**src/sdis_pkg.sv**
```systemverilog
package sdis_pkg;

	// command encoding {cs_n, ras_n, cas_n, we_n}
	typedef enum logic [3:0] {
		SDIS_CMD_MRS = 4'h0,
		SDIS_CMD_REF = 4'h1,
		SDIS_CMD_PRE = 4'h2,
		SDIS_CMD_ACT = 4'h3,
		SDIS_CMD_WR = 4'h4,
		SDIS_CMD_RD = 4'h5,
		SDIS_CMD_BST = 4'h6,
		SDIS_CMD_NOP = 4'h7
	} sdis_cmd_e;

	typedef struct packed {
		logic cke;
		logic cs_n;
		logic ras_n;
		logic cas_n;
		logic we_n;
		logic a10;
	} sdis_pins_s;

	typedef enum logic [2:0] {
		SDIS_ST_POWERUP = 3'h0,
		SDIS_ST_WAIT_PRE = 3'h1,
		SDIS_ST_CONFIG = 3'h2,
		SDIS_ST_READY = 3'h3,
		SDIS_ST_SELF_REF = 3'h4
	} sdis_state_e;

	localparam int SDIS_CLK_NS = 20;
	localparam int SDIS_MIN_INIT_REF = 2;
	localparam logic [1:0] SDIS_INIT_REF_W1 = 2'h2;
	localparam int SDIS_REF_INTERVAL_NS = 15600;
	localparam int SDIS_REF_INTERVAL_CYC = SDIS_REF_INTERVAL_NS / SDIS_CLK_NS;
	localparam logic [9:0] SDIS_REF_RELOAD = 10'(SDIS_REF_INTERVAL_CYC - 1);
	localparam logic [11:0] SDIS_MODE_RESET = 12'h000;

endpackage

```
**src/sdis_self_ref_timer.sv**
```systemverilog
`timescale 1ns/1ps
// internal refresh tick generator, free running while enabled
module sdis_self_ref_timer
	import sdis_pkg::*;
(
	input wire logic clk_i,
	input wire logic arst_n_i,
	input wire logic enable_i,
	output logic tick_o
);

	logic [9:0] count;
	logic [9:0] next_count;
	logic tick;
	logic next_tick;

	always_comb begin
		next_count = count;
		next_tick = 1'b0;
		if (!enable_i) begin
			next_count = SDIS_REF_RELOAD;
		end else if (count == 10'h000) begin
			next_count = SDIS_REF_RELOAD;
			next_tick = 1'b1;
		end else begin
			next_count = count - 10'h001;
		end
	end

	always_ff @(posedge clk_i or negedge arst_n_i) begin
		if (!arst_n_i) begin
			count <= SDIS_REF_RELOAD;
			tick <= 1'b0;
		end else begin
			count <= next_count;
			tick <= next_tick;
		end
	end

	assign tick_o = tick;

endmodule

```
**src/sdis_init_self_ref.sv**
```systemverilog
`timescale 1ns/1ps
// Function
// - refreshes accepted before or after mode set
// - CS RAS CAS low with CKE falling from high to low enters self-refresh from ready
// - one cycle later ignore all but CKE
// - stay self-refreshing while CKE stays low
module sdis_init_self_ref
	import sdis_pkg::*;
(
	input wire logic clk_i,
	input wire logic arst_n_i,
	input wire logic cke_i,
	input wire logic cs_n_i,
	input wire logic ras_n_i,
	input wire logic cas_n_i,
	input wire logic we_n_i,
	input wire logic a10_i,
	input wire logic [11:0] mode_i,
	output logic init_done_o,
	output logic mode_set_o,
	output logic [1:0] init_ref_count_o,
	output logic self_ref_o,
	output logic ref_tick_o,
	output logic [11:0] mode_o,
	output logic [2:0] state_o
);

	sdis_pins_s pins;
	sdis_cmd_e cmd;
	sdis_state_e state;
	sdis_state_e next_state;
	logic prev_cke;
	logic next_prev_cke;
	logic mode_set;
	logic next_mode_set;
	logic [1:0] ref_count;
	logic [1:0] next_ref_count;
	logic [11:0] mode;
	logic [11:0] next_mode;
	logic sr_active;
	logic tick;

	assign pins = '{cke: cke_i, cs_n: cs_n_i, ras_n: ras_n_i, cas_n: cas_n_i,
		we_n: we_n_i, a10: a10_i};
	assign cmd = sdis_cmd_e'({pins.cs_n, pins.ras_n, pins.cas_n, pins.we_n});

	// entry needs CKE sampled low now and high on the previous edge
	logic sr_entry;
	assign sr_entry = prev_cke && !pins.cke && !pins.cs_n && !pins.ras_n
		&& !pins.cas_n;

	always_comb begin
		next_state = state;
		next_mode_set = mode_set;
		next_ref_count = ref_count;
		next_mode = mode;
		next_prev_cke = pins.cke;
		case (state)
			// no reset pin: wait for the controller to raise CKE
			SDIS_ST_POWERUP: begin
				if (pins.cke && prev_cke) begin
					next_state = SDIS_ST_WAIT_PRE;
				end
			end
			SDIS_ST_WAIT_PRE: begin
				if (pins.cke && cmd == SDIS_CMD_PRE && pins.a10) begin
					next_state = SDIS_ST_CONFIG;
				end
			end
			SDIS_ST_CONFIG: begin
				// either order of mode set and refreshes is taken
				if (pins.cke && cmd == SDIS_CMD_MRS) begin
					next_mode = mode_i;
					next_mode_set = 1'b1;
				end
				if (pins.cke && cmd == SDIS_CMD_REF && ref_count != SDIS_INIT_REF_W1) begin
					next_ref_count = ref_count + 2'h1;
				end
				if (next_mode_set && next_ref_count == SDIS_INIT_REF_W1) begin
					next_state = SDIS_ST_READY;
				end
			end
			SDIS_ST_READY: begin
				if (sr_entry) begin
					next_state = SDIS_ST_SELF_REF;
				end else if (pins.cke && cmd == SDIS_CMD_MRS) begin
					next_mode = mode_i;
				end
			end
			SDIS_ST_SELF_REF: begin
				// only CKE is looked at here, other pins don't care
				if (pins.cke) begin
					next_state = SDIS_ST_READY;
				end
			end
			default: begin
				next_state = SDIS_ST_POWERUP;
			end
		endcase
	end

	always_ff @(posedge clk_i or negedge arst_n_i) begin
		if (!arst_n_i) begin
			state <= SDIS_ST_POWERUP;
			prev_cke <= 1'b0;
			mode_set <= 1'b0;
			ref_count <= 2'h0;
			mode <= SDIS_MODE_RESET;
		end else begin
			state <= next_state;
			prev_cke <= next_prev_cke;
			mode_set <= next_mode_set;
			ref_count <= next_ref_count;
			mode <= next_mode;
		end
	end

	assign sr_active = (state == SDIS_ST_SELF_REF);

	// internal refresh runs only while self-refreshing
	sdis_self_ref_timer u_timer (
		.clk_i(clk_i),
		.arst_n_i(arst_n_i),
		.enable_i(sr_active),
		.tick_o(tick)
	);

	logic init_done_q;
	logic self_ref_q;
	logic tick_q;
	logic [2:0] state_q;
	logic next_init_done;
	logic next_self_ref;

	// status flags follow the next state so they line up with state_o
	always_comb begin
		next_init_done = (next_state == SDIS_ST_READY) || (next_state == SDIS_ST_SELF_REF);
		next_self_ref = (next_state == SDIS_ST_SELF_REF);
	end

	always_ff @(posedge clk_i or negedge arst_n_i) begin
		if (!arst_n_i) begin
			init_done_q <= 1'b0;
			self_ref_q <= 1'b0;
			tick_q <= 1'b0;
			state_q <= 3'h0;
		end else begin
			init_done_q <= next_init_done;
			self_ref_q <= next_self_ref;
			tick_q <= tick;
			state_q <= next_state;
		end
	end

	assign init_done_o = init_done_q;
	assign self_ref_o = self_ref_q;
	assign ref_tick_o = tick_q;
	assign state_o = state_q;
	assign mode_set_o = mode_set;
	assign init_ref_count_o = ref_count;
	assign mode_o = mode;
endmodule

```
**config.mk**
```make
export PLATFORM = sky130hd
export DESIGN_NAME = sdis_init_self_ref
export DESIGN_NICKNAME = d
export VERILOG_FILES = /design/src/sdis_pkg.sv /design/src/sdis_self_ref_timer.sv /design/src/sdis_init_self_ref.sv
export SDC_FILE = /design/constraint.sdc
export NUM_CORES = 1
export LEC_CHECK = 0
export BUFFER_PORTS_ARGS = -buffer_cell sky130_fd_sc_hd__buf_2
export CORE_MARGIN = 5
export CORE_UTILIZATION = 54
export DETAILED_ROUTE_END_ITERATION = 6
export PLACE_DENSITY = 0.79
export REMOVE_ABC_BUFFERS = 1
export SLEW_MARGIN = 20
export SYNTH_ARGS = -nofsm -noshare
export SYNTH_HDL_FRONTEND = slang
export SYNTH_SLANG_ARGS = --single-unit
```
**constraint.sdc**
```tcl
create_clock -name clk_i -period 3.2 [get_ports clk_i]
set_input_delay 0.64 -clock clk_i [delete_from_list [all_inputs] [get_ports clk_i]]
set_output_delay 0.64 -clock clk_i [all_outputs]
set_load 0.05 [all_outputs]
```
==> flow_summary.ini <==
[run_status]
status = completed

[power]
p_int_mw = 0.728
finalPower_mw = 1.33
max-vdd-ir-drop_v = 0.000634
share_seq_of_total_power_pct = 42.1
comb_power_share_pct = 41.4
p_leak_nw = 0.870
power_density_nw_per_um2 = 783
power.share.clock_pct = 16.6
p_sw_share_pct = 45.3
p_sw_mw = 0.604

[clocking]
cts_made_buffers = 5
clk_pin_slew_worst_paths_ns = 0.10
clock-sinks = 33
clock_path_buffers = 2
htreeDepth = 2
post_cts_buffers = 0
cts_tree = built
worst_skew_pair.late_latency_ns = 0.34
cts_resized = 0
holdBufCountCts = 0
cts-root-buf = clkbuf_4

[global_routing]
grt_use_met2_pct = 28.7
antenna_found_initial = 0
grtUsageMet3_pct = 5.24
grtUsageTotal_pct = 17.3
use_met1_pct = 19.8
grt_max_degree = 34
grt_pass1_wl_microns = 4580
grt.busiest_layer = met2
grt_pass1_vias = 1060
grt_overflow = 0

[logic_synthesis]
avgSynthCellArea_sq_um = 11.9
ys_warn_count = 0
syn_area_sq_um = 1420
ys_seq_area_share_pct = 58.4
ys_types = 32
postSynthCellCount = 120
ys_seq_elements = 33

[setup_path]
cp-start-kind = input pin
cp.arrival_ns = 2.07
crit_family = simple AND/OR/NAND/NOR gates
critical_path_class = in -> reg
crit_fanout = 4
cp.required_ns = 3.42
worstPathCellList = buf_2 > or3_4 > nor3b_1 > nor2_1 > a211o_2 > a21o_1
endpoint_kind = flip-flop
max_stage_delay_ns = 0.40
r2r_setup_slack_ns = 1.51
crit_slowest_cell = or3_4
worstPathBufferInverterCount = 1

[drt]
routed_wirelength_microns = 2870
via_per_inst = 5.40
wl_per_cell_microns = 14.7
antenna_left = 0
drt_iter0_drc = 16
firstDrtPassIters = 4
vias = 1053
drc = 0

[place]
post-dp-hpwl_microns = 2120
place_congestion = 0.839
placement.io_buffers = 40
dp_cells = 187

[timing]
period_share_pct = 57.6
fmax_mhz = 542
min_period_ns = 1.84
rsz0062_at_grt = false
hold_violations = 0
slew_headroom_pct = 52.6
worst_slew_pin_slew_ns = 0.711
setup_tns_ns = 0
worst_clock_skew_ns = 0.0119
hold_slack_ns = 0.342
slew_viol_final = 0
final-setup-viol-count = 0

[final_layout]
fill_cells = 194
seq_area_sq_um = 832
antennaDiodeCount = 0
area_growth_pct = 19.4
multi_input_area_sq_um = 568
layoutNonFillerInstCount = 195
nets = 186
drive_above_1_share_pct = 41.8

[die]
die-area_sq_um = 3760
die_h_microns = 61.4
io_pins = 41
rows = 18
die_x_microns = 61.4
core_area_sq_um = 2500
start_util_pct = 57.0

[worst_hold_path]
hold_path_class = in -> async

[job]
cap_violations = 0
cell families after synthesis:
| kind of cell | count (synthesis) | share of synthesized area, % |
|---|---|---|
| AND/OR/NAND/NOR | 45 | 16.2 |
| flip-flops | 33 | 58.4 |
| AO/OA/AOI/OAI | 14 | 7.56 |
| multiplexers | 12 | 9.49 |
| XOR/XNOR | 8 | 4.92 |
| buffers and inverters | 6 | 1.67 |
| adder cells (fa/ha/maj) | 2 | 1.76 |
layout make-up:
class                   instances  area share [%]
well taps                      30            2.21
clock buffers                   6            2.43
repair buffers                 40            11.8
inverters                       3           0.662
flip-flops and latches         33            48.9
multi-input cells              81            33.4
clock inverters                 2           0.589
routing by layer:
| layer | part of all wire (%) | up-vias |
|---|---|---|
| li1 | - | 509 |
| met1 | 39 | 494 |
| met2 | 49 | 42 |
| met3 | 9.3 | 8 |
| met4 | 2.2 | 0 |
| met5 | 0 | - |
power groups by stage:
stage                     logic (mW)  clock network (mW)  registers (mW)
after floorplan                0.133                   0           0.845
after global placement         0.547                   0           0.561
after detailed placement       0.556                   0           0.568
after CTS                      0.557               0.231           0.559
after global routing           0.585               0.250           0.572
final                          0.551               0.221           0.560
through the flow:
| stage | instance area, sq um | util, % | worst slack, ns |
|---|---|---|---|
| 4_1_cts | 1700 | 68.0 | 1.38 |
| 3_3_place_gp | 1650 | 66.0 | 1.06 |
| 6_report | 1700 | 68.0 | 1.36 |
| 5_1_grt | 1700 | 68.0 | 1.31 |
| 2_1_floorplan | 1410 | - | 1.23 |
| 3_5_place_dp | 1650 | 66.0 | 1.02 |
registers in the layout, summed over array words and instances, names as in the netlist:
name              cells
init_ref_count_o      2
mode_o               12
u_timer.tick_o        1
u_timer.count        10
self_ref_o            1
ref_tick_o            1
state_o               3
prev_cke              1
init_done_o           1
mode_set_o            1
final timing paths:
check	cells after the start	endpoint	from
min in group clk_i	0	ref_tick_o$_DFF_PN0_	u_timer.tick_o$_DFF_PN0_
worst min-delay path	1	u_timer.count[2]$_DFF_PN0_	arst_n_i
worst max register to register	6	init_done_o$_DFF_PN0_	init_ref_count_o[0]$_DFFE_PN0P_
max in group asynchronous	1	state_o[0]$_DFF_PN0_	arst_n_i
worst max-delay path	6	init_done_o$_DFF_PN0_	cas_n_i
worst min register to register	0	ref_tick_o$_DFF_PN0_	u_timer.tick_o$_DFF_PN0_
cell usage after synthesis (all sizes together):
| master | count | share of area, % |
|---|---|---|
| dfrtp | 28 | 49 |
| nor2 | 13 | 3.4 |
| mux2 | 12 | 9.5 |
| nand2 | 12 | 3.2 |
| xnor2 | 7 | 4.3 |
| dfstp | 5 | 9.2 |
| nor3 | 4 | 1.8 |
| or3 | 4 | 2.1 |
| a21o | 3 | 1.6 |
| a21oi | 3 | 1.1 |
| inv | 3 | 0.79 |
| nor3b | 3 | 1.6 |
| clkbuf | 2 | 0.53 |
| ha | 2 | 1.8 |
| nand2b | 2 | 0.88 |
| nor4 | 2 | 0.88 |
| o22ai | 2 | 0.88 |
| a211o | 1 | 0.70 |
| a22o | 1 | 0.62 |
| a22oi | 1 | 0.53 |
| and2 | 1 | 0.44 |
| buf | 1 | 0.35 |
| nand3 | 1 | 0.35 |
| nand3b | 1 | 0.53 |
| nor2b | 1 | 0.44 |
| o21a | 1 | 0.53 |
| o311ai | 1 | 1.1 |
| o31ai | 1 | 0.53 |
| or3b | 1 | 0.62 |
| xor2 | 1 | 0.62 |
cells in the final DEF, fill, tap and decap left out, types with 2 or more instances in the layout:
master,count
nor3b_1,3
nand2b_1,2
ha_1,2
nand2_1,12
mux2_2,12
or3_1,3
clkbuf_4,5
inv_1,3
a21oi_1,3
buf_2,40
o22ai_1,2
clkinv_2,2
dfrtp_1,28
a21o_1,3
nor2_1,13
nor4_1,2
dfstp_2,5
nor3_1,3
xnor2_1,7
(Power assumes the default switching activity.)
